<file path="src/hw/qctx_pkg.sv">
// Constants for the queue command and transmit pointer block
`default_nettype none
package qctx_pkg;
  // ------------------------------------------------------------
  // Register offsets (byte addresses on the host bus)
  // ------------------------------------------------------------
  localparam logic [7:0] OFF_TX_COMMAND = 8'h80;
  localparam logic [7:0] OFF_RX_QUEUE_COMMAND = 8'h82;
  localparam logic [7:0] OFF_TX_FRAME_DATA_POINTER = 8'h84;

  // ------------------------------------------------------------
  // Field positions
  // ------------------------------------------------------------
  localparam int RXQ_DUR_STATUS_BIT = 12;
  localparam int RXQ_BYTE_STATUS_BIT = 11;
  localparam int RXQ_FRAME_STATUS_BIT = 10;
  localparam int RXQ_IP_OFFSET_BIT = 9;
  localparam int RXQ_DUR_EN_BIT = 7;
  localparam int RXQ_BYTE_EN_BIT = 6;
  localparam int RXQ_FRAME_EN_BIT = 5;
  localparam int RXQ_AUTO_DEQ_BIT = 4;
  localparam int RXQ_DMA_START_BIT = 3;
  localparam int RXQ_RELEASE_BIT = 0;
  localparam int TXP_AUTO_INC_BIT = 14;
  localparam int TXQ_MANUAL_ENQ_BIT = 0;
  localparam int CMD_ADDR_LSB = 0;
  localparam int CMD_BE_LSB = 12;

  // ------------------------------------------------------------
  // Widths and reset values
  // ------------------------------------------------------------
  localparam int TX_PTR_W = 11;
  localparam logic [10:0] TX_PTR_RESET = 11'h000;
  localparam logic [10:0] STEP_BYTE = 11'h001;
  localparam logic [10:0] STEP_WORD = 11'h002;
  localparam logic [10:0] STEP_DWORD = 11'h004;
  localparam logic [15:0] DUR_MAX = 16'hffff;

  // ------------------------------------------------------------
  // Timing: microsecond tick for the duration timer
  // ------------------------------------------------------------
  localparam int CLK_PERIOD_NS = 5;
  localparam int US_NS = 1000;
  localparam int US_CYCLES = US_NS / CLK_PERIOD_NS;
  localparam logic [7:0] US_LAST = 8'(US_CYCLES - 1);
endpackage
`default_nettype wire

</file>
<file path="src/hw/qctx_ptr_step.sv">
// Pointer advance derived from the byte enables of one access
`default_nettype none
module qctx_ptr_step (
  input wire logic [3:0] be,
  output logic [qctx_pkg::TX_PTR_W-1:0] step
);
  import qctx_pkg::*;
  logic [2:0] cnt;

  always_comb begin
    cnt = 3'(be[0]) + 3'(be[1]) + 3'(be[2]) + 3'(be[3]);
    case (cnt)
      3'h1: step = STEP_BYTE; // see [RULE11]
      3'h2: step = STEP_WORD; // see [RULE11]
      3'h4: step = STEP_DWORD; // see [RULE11]
      default: step = '0;
    endcase
  end
endmodule
`default_nettype wire

</file>
<file path="src/hw/qctx_top.sv">
// Receive queue command and transmit frame pointer control
`default_nettype none
// What this block does
// [RULE1] Duration threshold enabled: raise receive interrupt when elapsed time exceeds threshold.
// [RULE2] Byte count threshold enabled: raise receive interrupt when queued bytes exceed it.
// [RULE3] Frame count threshold enabled: raise receive interrupt when queued frames exceed it.
// [RULE4] Auto-dequeue enabled: advance to next frame once current frame fully read.
// [RULE5] Writing DMA start lets host stream queue data with command-select low.
// [RULE6] In DMA mode all registers except receive queue command are blocked.
// [RULE7] Host ends DMA by writing with command-select high before other registers.
// [RULE8] Release-error-frame bit frees the error frame, self-clears when memory released.
// [RULE9] Host waits for release bit to read cleared before the next frame.
// [RULE10] Auto-increment set: transmit pointer advances on each frame data access.
// [RULE11] Advance equals access width: one, two or four.
// [RULE12] Auto-increment clear: pointer stays, host controls location manually; here pointer register writes set only auto-increment.
// [RULE13] Pointer field reloads with next free location after a frame is enqueued.
// [RULE14] Threshold status flags refresh when host writes one to interrupt bit 13.
// [RULE15] Manual enqueue bit queues one prepared frame, self-clears after sending.
// [RULE16] Host resets receive pointer to zero before each receive DMA read.
// [RULE17] Advance only on DMA frame data accesses; pointer wraps modulo eleven bits.
module qctx_top (
  input wire logic clk,
  input wire logic reset_n,
  input wire logic chip_select_n,
  input wire logic read_strobe_n,
  input wire logic write_strobe_n,
  input wire logic cmd_select,
  input wire logic [15:0] data_in,
  output logic [15:0] data_out,
  output logic data_oe_n,
  input wire logic [15:0] rx_frame_count,
  input wire logic [15:0] rx_byte_count,
  input wire logic [15:0] duration_threshold,
  input wire logic [15:0] byte_count_threshold,
  input wire logic [15:0] frame_count_threshold,
  input wire logic isr_rx_write_one,
  output logic rx_interrupt,
  input wire logic rx_frame_read_done,
  output logic rx_dequeue,
  output logic release_error_frame,
  input wire logic rx_release_done,
  output logic rx_ip_offset,
  output logic dma_active,
  output logic queue_rd,
  output logic queue_wr,
  output logic [15:0] queue_wdata,
  input wire logic [15:0] queue_rdata,
  output logic [3:0] queue_be,
  output logic [qctx_pkg::TX_PTR_W-1:0] tx_frame_pointer,
  output logic manual_enqueue,
  input wire logic tx_sent,
  input wire logic tx_enqueued,
  input wire logic [qctx_pkg::TX_PTR_W-1:0] tx_next_free
);
  import qctx_pkg::*;

  // ------------------------------------------------------------
  // State
  // ------------------------------------------------------------
  typedef struct packed {
    logic [7:0] addr;
    logic [3:0] be;
    logic acc_prev;
    logic rd_drive;
    logic [15:0] rdata;
    logic dma;
    logic dur_en;
    logic byte_en;
    logic frame_en;
    logic auto_deq;
    logic ip_off;
    logic release_req;
    logic [2:0] status;
    logic [2:0] cond_prev;
    logic irq;
    logic deq;
    logic [7:0] us_div;
    logic [15:0] dur;
    logic auto_inc;
    logic [TX_PTR_W-1:0] tx_ptr;
    logic man_enq;
    logic qrd;
    logic qwr;
    logic [15:0] qwdata;
  } qctx_state_t;

  qctx_state_t st_r;
  qctx_state_t st_nxt;
  logic [TX_PTR_W-1:0] step;
  logic acc;
  logic start;
  logic is_wr;
  logic [2:0] hit;
  logic [2:0] cond;

  qctx_ptr_step u_step (
    .be(st_r.be),
    .step(step)
  );

  // ------------------------------------------------------------
  // Access detection and threshold compare
  // ------------------------------------------------------------
  assign acc = !chip_select_n && (!read_strobe_n || !write_strobe_n);
  assign start = acc && !st_r.acc_prev;
  assign is_wr = !write_strobe_n;
  assign hit[2] = st_r.dur > duration_threshold; // see [RULE1]
  assign hit[1] = rx_byte_count > byte_count_threshold; // see [RULE2]
  assign hit[0] = rx_frame_count > frame_count_threshold; // see [RULE3]
  assign cond = hit & {st_r.dur_en, st_r.byte_en, st_r.frame_en};

  // ------------------------------------------------------------
  // Next state
  // ------------------------------------------------------------
  always_comb begin
    st_nxt = st_r;
    st_nxt.acc_prev = acc;
    st_nxt.qrd = 1'b0;
    st_nxt.qwr = 1'b0;
    st_nxt.deq = 1'b0;
    st_nxt.rd_drive = acc && !read_strobe_n && !cmd_select;
    // Microsecond timer runs while frames wait in the queue
    if (rx_frame_count == 16'h0000) begin
      st_nxt.us_div = '0;
      st_nxt.dur = '0;
    end else if (st_r.us_div == US_LAST) begin
      st_nxt.us_div = '0;
      if (st_r.dur != DUR_MAX) begin
        st_nxt.dur = st_r.dur + 16'h0001;
      end
    end else begin
      st_nxt.us_div = st_r.us_div + 8'h01;
    end
    // Interrupt on a newly met enabled condition
    st_nxt.cond_prev = cond;
    st_nxt.irq = |(cond & ~st_r.cond_prev); // see [RULE1] [RULE2] [RULE3]
    if (isr_rx_write_one) begin
      st_nxt.status = hit; // see [RULE14]
    end
    if (rx_frame_read_done && st_r.auto_deq) begin
      st_nxt.deq = 1'b1; // see [RULE4]
    end
    // Hardware clears; a host write below still wins
    if (rx_release_done) begin
      st_nxt.release_req = 1'b0; // see [RULE8]
    end
    if (tx_sent) begin
      st_nxt.man_enq = 1'b0; // see [RULE15]
    end
    if (start && cmd_select && is_wr) begin
      // Command phase: address and byte enables
      if (!st_r.dma || data_in[7:0] == OFF_RX_QUEUE_COMMAND) begin // see [RULE6]
        st_nxt.addr = data_in[CMD_ADDR_LSB +: 8];
        st_nxt.be = data_in[CMD_BE_LSB +: 4];
        st_nxt.dma = 1'b0; // see [RULE7]
      end
    end else if (start && !cmd_select && st_r.dma) begin
      // Frame data access in DMA mode
      st_nxt.qrd = !is_wr; // see [RULE5]
      st_nxt.qwr = is_wr; // see [RULE5]
      st_nxt.qwdata = data_in;
      if (!is_wr) begin
        st_nxt.rdata = queue_rdata;
      end
      if (st_r.auto_inc) begin
        st_nxt.tx_ptr = st_r.tx_ptr + step; // see [RULE10] [RULE11] [RULE17]
      end
    end else if (start && !cmd_select && is_wr) begin
      if (st_r.addr == OFF_RX_QUEUE_COMMAND) begin
        st_nxt.ip_off = data_in[RXQ_IP_OFFSET_BIT];
        st_nxt.dur_en = data_in[RXQ_DUR_EN_BIT];
        st_nxt.byte_en = data_in[RXQ_BYTE_EN_BIT];
        st_nxt.frame_en = data_in[RXQ_FRAME_EN_BIT];
        st_nxt.auto_deq = data_in[RXQ_AUTO_DEQ_BIT];
        st_nxt.dma = data_in[RXQ_DMA_START_BIT]; // see [RULE5]
        if (data_in[RXQ_RELEASE_BIT]) begin
          st_nxt.release_req = 1'b1; // see [RULE8]
        end
      end else if (st_r.addr == OFF_TX_FRAME_DATA_POINTER) begin
        st_nxt.auto_inc = data_in[TXP_AUTO_INC_BIT]; // see [RULE12]
      end else if (st_r.addr == OFF_TX_COMMAND) begin
        if (data_in[TXQ_MANUAL_ENQ_BIT]) begin
          st_nxt.man_enq = 1'b1; // see [RULE15]
        end
      end
    end else if (start && !cmd_select) begin
      // Register read
      st_nxt.rdata = '0;
      if (st_r.addr == OFF_RX_QUEUE_COMMAND) begin
        st_nxt.rdata[RXQ_DUR_STATUS_BIT] = st_r.status[2];
        st_nxt.rdata[RXQ_BYTE_STATUS_BIT] = st_r.status[1];
        st_nxt.rdata[RXQ_FRAME_STATUS_BIT] = st_r.status[0];
        st_nxt.rdata[RXQ_IP_OFFSET_BIT] = st_r.ip_off;
        st_nxt.rdata[RXQ_DUR_EN_BIT] = st_r.dur_en;
        st_nxt.rdata[RXQ_BYTE_EN_BIT] = st_r.byte_en;
        st_nxt.rdata[RXQ_FRAME_EN_BIT] = st_r.frame_en;
        st_nxt.rdata[RXQ_AUTO_DEQ_BIT] = st_r.auto_deq;
        st_nxt.rdata[RXQ_RELEASE_BIT] = st_r.release_req;
      end else if (st_r.addr == OFF_TX_FRAME_DATA_POINTER) begin
        st_nxt.rdata[TXP_AUTO_INC_BIT] = st_r.auto_inc;
        st_nxt.rdata[TX_PTR_W-1:0] = st_r.tx_ptr;
      end else if (st_r.addr == OFF_TX_COMMAND) begin
        st_nxt.rdata[TXQ_MANUAL_ENQ_BIT] = st_r.man_enq;
      end
    end
    // Enqueue reload overrides any advance in the same cycle
    if (tx_enqueued) begin
      st_nxt.tx_ptr = tx_next_free; // see [RULE13]
    end
  end

  // ------------------------------------------------------------
  // Registers
  // ------------------------------------------------------------
  always_ff @(posedge clk or negedge reset_n) begin
    if (!reset_n) begin
      st_r <= '0;
    end else begin
      st_r <= st_nxt;
    end
  end

  // ------------------------------------------------------------
  // Outputs
  // ------------------------------------------------------------
  assign data_out = st_r.rdata;
  assign data_oe_n = !(st_r.rd_drive && acc && !read_strobe_n);
  assign rx_interrupt = st_r.irq;
  assign rx_dequeue = st_r.deq;
  assign release_error_frame = st_r.release_req;
  assign rx_ip_offset = st_r.ip_off;
  assign dma_active = st_r.dma;
  assign queue_rd = st_r.qrd;
  assign queue_wr = st_r.qwr;
  assign queue_wdata = st_r.qwdata;
  assign queue_be = st_r.be;
  assign tx_frame_pointer = st_r.tx_ptr;
  assign manual_enqueue = st_r.man_enq;

  logic dma_data;
  logic reg_wr;
  assign dma_data = start && !cmd_select && st_r.dma;
  assign reg_wr = start && !cmd_select && is_wr && !st_r.dma;
endmodule
`default_nettype wire

</file>
<file path="config.mk">
export PLATFORM = sky130hd
export DESIGN_NAME = qctx_top
export DESIGN_NICKNAME = d
export VERILOG_FILES = /design/src/hw/qctx_pkg.sv /design/src/hw/qctx_ptr_step.sv /design/src/hw/qctx_top.sv
export SDC_FILE = /design/constraint.sdc
export NUM_CORES = 1
export LEC_CHECK = 0
export BUFFER_PORTS_ARGS = -buffer_cell sky130_fd_sc_hd__buf_2
export CORE_UTILIZATION = 27
export CTS_CLUSTER_SIZE = 12
export DETAILED_ROUTE_END_ITERATION = 7
export SYNTH_ARGS = -nofsm -noshare
export SYNTH_HDL_FRONTEND = slang
export SYNTH_SLANG_ARGS = --single-unit
</file>
<file path="constraint.sdc">
create_clock -name clk -period 5.6 [get_ports clk]
set_clock_uncertainty 0.1 [all_clocks]
set_input_delay 0.56 -clock clk [delete_from_list [all_inputs] [get_ports clk]]
set_output_delay 0.56 -clock clk [all_outputs]
set_load 0.05 [all_outputs]
</file>
# After elaboration in Yosys (flattened, before gate mapping)
# Cells that the tools add are included.
# word_totals
ff_bits,100
inputBits,134
out_inout_bits,56
word_cells,132
# op_classes
n_addsub,6
order_cmp,3
eq_ne,14
mux,41
bitwise,6
reduce_logical,38
# op_table
cell,count
two-way mux 16 bit,6
greater-than comparator 16 bit,3
equality test 8 bit (second input constant),5
two-way mux 11 bit,3
two-way mux 30 bit,1
two-way mux 24 bit,1
two-way mux 7 bit,3
two-way mux 1 bit,19
two-way mux 18 bit,1
adder 16 x 1 -> 16 bit (second input constant),1
zero test 16 bit,1
inequality test 16 bit (second input constant),1
nonzero test 2 bit,7
logical AND 1 bit,12
AND reduction 4 bit,3
adder 11 bit,1
two-way mux 10 bit,1
case mux 3 bit (3 select lines),1
adder 8 x 1 -> 8 bit (second input constant),1
two-way mux 8 bit,1
zero test 1 bit,7
adder 3 x 1 -> 3 bit,2
bitwise AND 3 bit,2
inequality test 2 bit (second input constant),3
15 further kinds,22

# Depth between registers and ports, before layout
# logic_depth
ltp_word,10
depth_mapped,14
ltp_nobuf,14

# Modules after synthesis
# From an unflattened synthesis, not the netlist that was laid out.
# unflattened
cells_unflattened,725
area_unflattened_um2,6552.5
# modules_own_cells
module,instances,cells_each,area_each_um2,seq_area_each_um2
qctx_top,1,710,6421.2,2502.4
qctx_ptr_step,1,15,131.4,0.0

# Worst setup path before layout
# Ideal clock, no wire load.
# synth_timing
path_kind,reg2reg
start,register st_r (netlist bit queue_be[0])
end,register st_r (netlist bit tx_frame_pointer[10])
setup_ns,0.133
arrival_ns,2.873
required_time_ns,5.367
setup_slack_ns,2.494
path_stages_with_launch,15
n_path_buf,0
period_less_slack_ns,3.106
cell_sequence,dfrtp_1 > ha_1 > inv_1 > fa_1 > inv_1 > ha_1 > nor3_1 > ha_1 > fa_1 > a21oi_1 > nor4b_1 > a31oi_1 > o21ai_0 > o31a_1 > o21ai_0
# synth_between
elab_chain_len,10
elab_cells_between_ends,12
classes_between,4 x add/sub; 3 x eq/ne; 5 x mux
# synth_rtl
element,line,text
from (decl),qctx_top.sv:87,qctx_state_t st_r;
from (signal assigned),qctx_top.sv:219,st_r <= st_nxt;
adder 1 x 1 -> 2 bit (*),qctx_ptr_step.sv:11,cnt = 3'(be[0]) + 3'(be[1]) + 3'(be[2]) + 3'(be[3]);
adder 3 x 1 -> 3 bit (*) (2 in series),qctx_ptr_step.sv:11,
"equality test 3 bit, or another cell as far along",qctx_ptr_step.sv:12,case (cnt)
case mux 3 bit (3 select lines) (*),qctx_ptr_step.sv:12,
adder 11 bit (*),qctx_top.sv:166,st_nxt.tx_ptr = st_r.tx_ptr + step;
two-way mux 11 bit (*),qctx_top.sv:165,if (st_r.auto_inc) begin
two-way mux 11 bit (*),qctx_top.sv:157,end else if (start && !cmd_select && st_r.dma) begin
two-way mux 30 bit (*),qctx_top.sv:150,if (start && cmd_select && is_wr) begin
two-way mux 11 bit (*),qctx_top.sv:207,if (tx_enqueued) begin
# Every way passes the cells marked *; elsewhere a longest branch is shown, timed or not. The select of a mux whose other input is x is not followed.
# A chain may end at the register's enable or synchronous reset.

# Worst setup path after layout
# Same ends and word-level chain as after synthesis.

==> out/results.txt <==
Status -> finished, final reports clean
Die height -> 155 um
Pre-CTS WS -> 2.21 ns
Final setup vio count -> 0
Cell Rows -> 55
PnR worst setup slack -> 2.17 ns
Worst slew pin tran -> 1.04 ns
Post-synth EDFFs -> 0
Post-Syn Instances -> 681
Mapped cell area -> 6340 um2
Die area -> 24100 um2
Core area -> 22800 um2
Fin. max-slew vios -> 0
Layout Nets -> 1008
Required @ worst endpoint -> 5.73 ns
F_max -> 291 MHz
Syn_area_per_cell -> 9.31 um2
Vias -> 5204
Avg Vias per Cell -> 4.58
Commonest non-fill, non-tap cell in the layout -> buf_2
Hold Path Class -> input pin to asynchronous set/reset pin
Port Buffers -> 189
PD cells -> 246 nW/um2
H-tree levels -> 3
Syn nets -> 872
Seq cells post-synth -> 100
Worst setup path category -> register to register
Root Driver -> clkbuf_16
CTS Buf Count -> 9
Vias in the first global route -> 5112
Element type at the critical path end -> register
RSZ-0062 raised after global routing -> false
Final Critical Period -> 3.43 ns
VDD IR-drop max -> 0.145 mV
Seq/Total Area, Yosys -> 0.395
CP arrival -> 3.57 ns
DR DRC count -> 0
Post-DRT Antenna Nets -> 0
Setup Buffers After CTS -> 0
Setup_tns -> 0 ns
Worst-Skew Late Latency -> 0.36 ns
CTS sink count -> 100
Worst-path fanout max -> 4
CTS Buffer Depth -> 2
First-pass GRT wire length -> 27000 um
Io pins -> 190
Layout Utilization -> 0.331
CP startpoint kind -> register
Synth async-reset ratio -> 1.00
R2r setup slk -> 2.17 ns
DRT iter0 DRCs -> 272
CTS Hold Bufs -> 0
Pleak -> 0.00387 uW
Total power -> 1860 uW
Post-detail-place hpwl -> 13300 um
First drt pass iteration count -> 4
Yosys cell types -> 64
Worst-path clk slew -> 0.08 ns
Layout cells sized above 1 -> 0.292
Post-DR wirelength/cell -> 14.9 um
CTS tree -> yes
DRT Wirelength -> 17000 um
Die width -> 155 um
Final Hold Vio Count -> 0
Most frequent cells in the layout -> buf_2, dfrtp_1, nand2_1
Reg2Reg Depth -> 14
Largest net degree at the start of global routing -> 58
Main synth FF type -> dfrtp_1
Gates resized, CTS repair -> 0
Area Growth Syn to Fin -> 19.1%
Relative slew slack -> 0.305
Aggregate global routing overflow -> 0
Max-cap violations -> 0
Syn. warnings -> 0
Initial Util -> 0.278
Routability cong. -> 0.803
Initial antenna violation count -> 2
Period utilisation layout -> 0.613
R2r endpoint -> tx_frame_pointer[10]
GR Util All Layers -> 0.143
R2R Path Start -> queue_be[0]
==> sequential cells by signal, summed over array words and instances (netlist names), 4 cells and up <==
name / flops
queue_wdata: 16
st_r: 45
tx_frame_pointer: 11
data_out: 16
queue_be: 4
==> cells in the mapped netlist, types with 2 or more instances <==
| cell | n | area share |
|---|---|---|
| o31ai_1 | 8 | 0.0095 |
| a221oi_1 | 6 | 0.0083 |
| buf_4 | 48 | 0.057 |
| dfrtp_1 | 100 | 0.39 |
| buf_2 | 5 | 0.0039 |
| nor3_1 | 12 | 0.0095 |
| a21oi_1 | 33 | 0.026 |
| or4b_1 | 2 | 0.0032 |
| or2_2 | 2 | 0.0020 |
| nand3_1 | 22 | 0.017 |
| nor2_1 | 33 | 0.020 |
| nor4_1 | 8 | 0.0079 |
| nor4b_1 | 7 | 0.0097 |
| a211oi_1 | 3 | 0.0036 |
| a32oi_1 | 5 | 0.0069 |
| and2_1 | 4 | 0.0039 |
| o21ai_0 | 26 | 0.021 |
| ha_1 | 55 | 0.11 |
| or4_1 | 2 | 0.0024 |
| inv_1 | 59 | 0.035 |
| nand2_1 | 95 | 0.056 |
| o211ai_1 | 4 | 0.0047 |
| mux2_1 | 2 | 0.0036 |
| a21o_1 | 8 | 0.0095 |
| mux2_2 | 17 | 0.030 |
| fa_1 | 2 | 0.0063 |
| a31oi_1 | 2 | 0.0020 |
| nor3b_1 | 4 | 0.0047 |
| clkbuf_1 | 12 | 0.0071 |
| nand2b_1 | 2 | 0.0020 |
| xnor2_1 | 18 | 0.025 |
| a22o_1 | 2 | 0.0028 |
| and4_1 | 4 | 0.0055 |
| xor2_1 | 5 | 0.0069 |
| and3_1 | 7 | 0.0069 |
| nor4_2 | 5 | 0.0099 |
| nand4_1 | 14 | 0.014 |
| nor2b_1 | 12 | 0.012 |
==> power breakdown <==
group	internal (uW)	switching [uW]	total [uW]
clock network	329	318	647
registers	773	57.1	830
logic	152	232	384
total	1250	607	1860
==> cell families after synthesis <==
| logic type | Yosys count | synth area share |
|---|---|---|
| buf+inv | 126 | 0.108 |
| mux | 20 | 0.0353 |
| simple gates | 247 | 0.208 |
| xor+xnor | 23 | 0.0318 |
| fa+ha+maj | 57 | 0.115 |
| compound gates | 108 | 0.108 |
| flops | 100 | 0.395 |
==> critical path, stage by stage, from the launching register on <==
cell and delay, ns:
dfrtp_1 0.41, ha_1 0.28, inv_1 0.04, fa_1 0.36, inv_1 0.06, ha_1 0.24, nor3_1 0.18, ha_1 0.21
fa_1 0.21, a21oi_1 0.10, nor4b_1 0.57, a31oi_1 0.16, o21ai_0 0.16, o31a_1 0.16, o21ai_0 0.07
==> through the flow <==
step                      hold slack [ns]  instances  instance area (um2)
final                               0.116       1137                 7550
after global placement              0.341       1119                 7240
after CTS                           0.127       1135                 7550
after floorplan                     0.164        681                 6340
after global routing                0.157       1137                 7550
after detailed placement            0.340       1119                 7240
==> worst max-delay path by stage <==
stage	endpoint	from	slack, ns
floorplan	tx_frame_pointer[10]	queue_be[0]	2.49
CTS	tx_frame_pointer[10]	queue_be[0]	2.19
finish	tx_frame_pointer[10]	queue_be[0]	2.17
detailed placement	tx_frame_pointer[10]	queue_be[0]	2.21
global route	tx_frame_pointer[10]	queue_be[0]	1.89
global placement	tx_frame_pointer[10]	queue_be[0]	2.29
==> per-layer routing <==
layer  global-route usage  vias to the layer above  wire, um
li1                     -                     2608         -
met1                0.192                     2411      8000
met2                0.227                      165      7690
met3               0.0326                       20       960
met4               0.0490                        0       318
met5                    0                        -         0
==> area by class of cell <==
type                       count  area, um2
fill                        2408      15300
multi-input combinational    455       3160
sequential                   100       2500
timing repair buffer         192        971
tap                          313        392
clock buffer                  10        239
inverter                      59        221
clock inverter                 6       66.3
antenna                        2       5.00
Power figures use the tool's default switching activity.
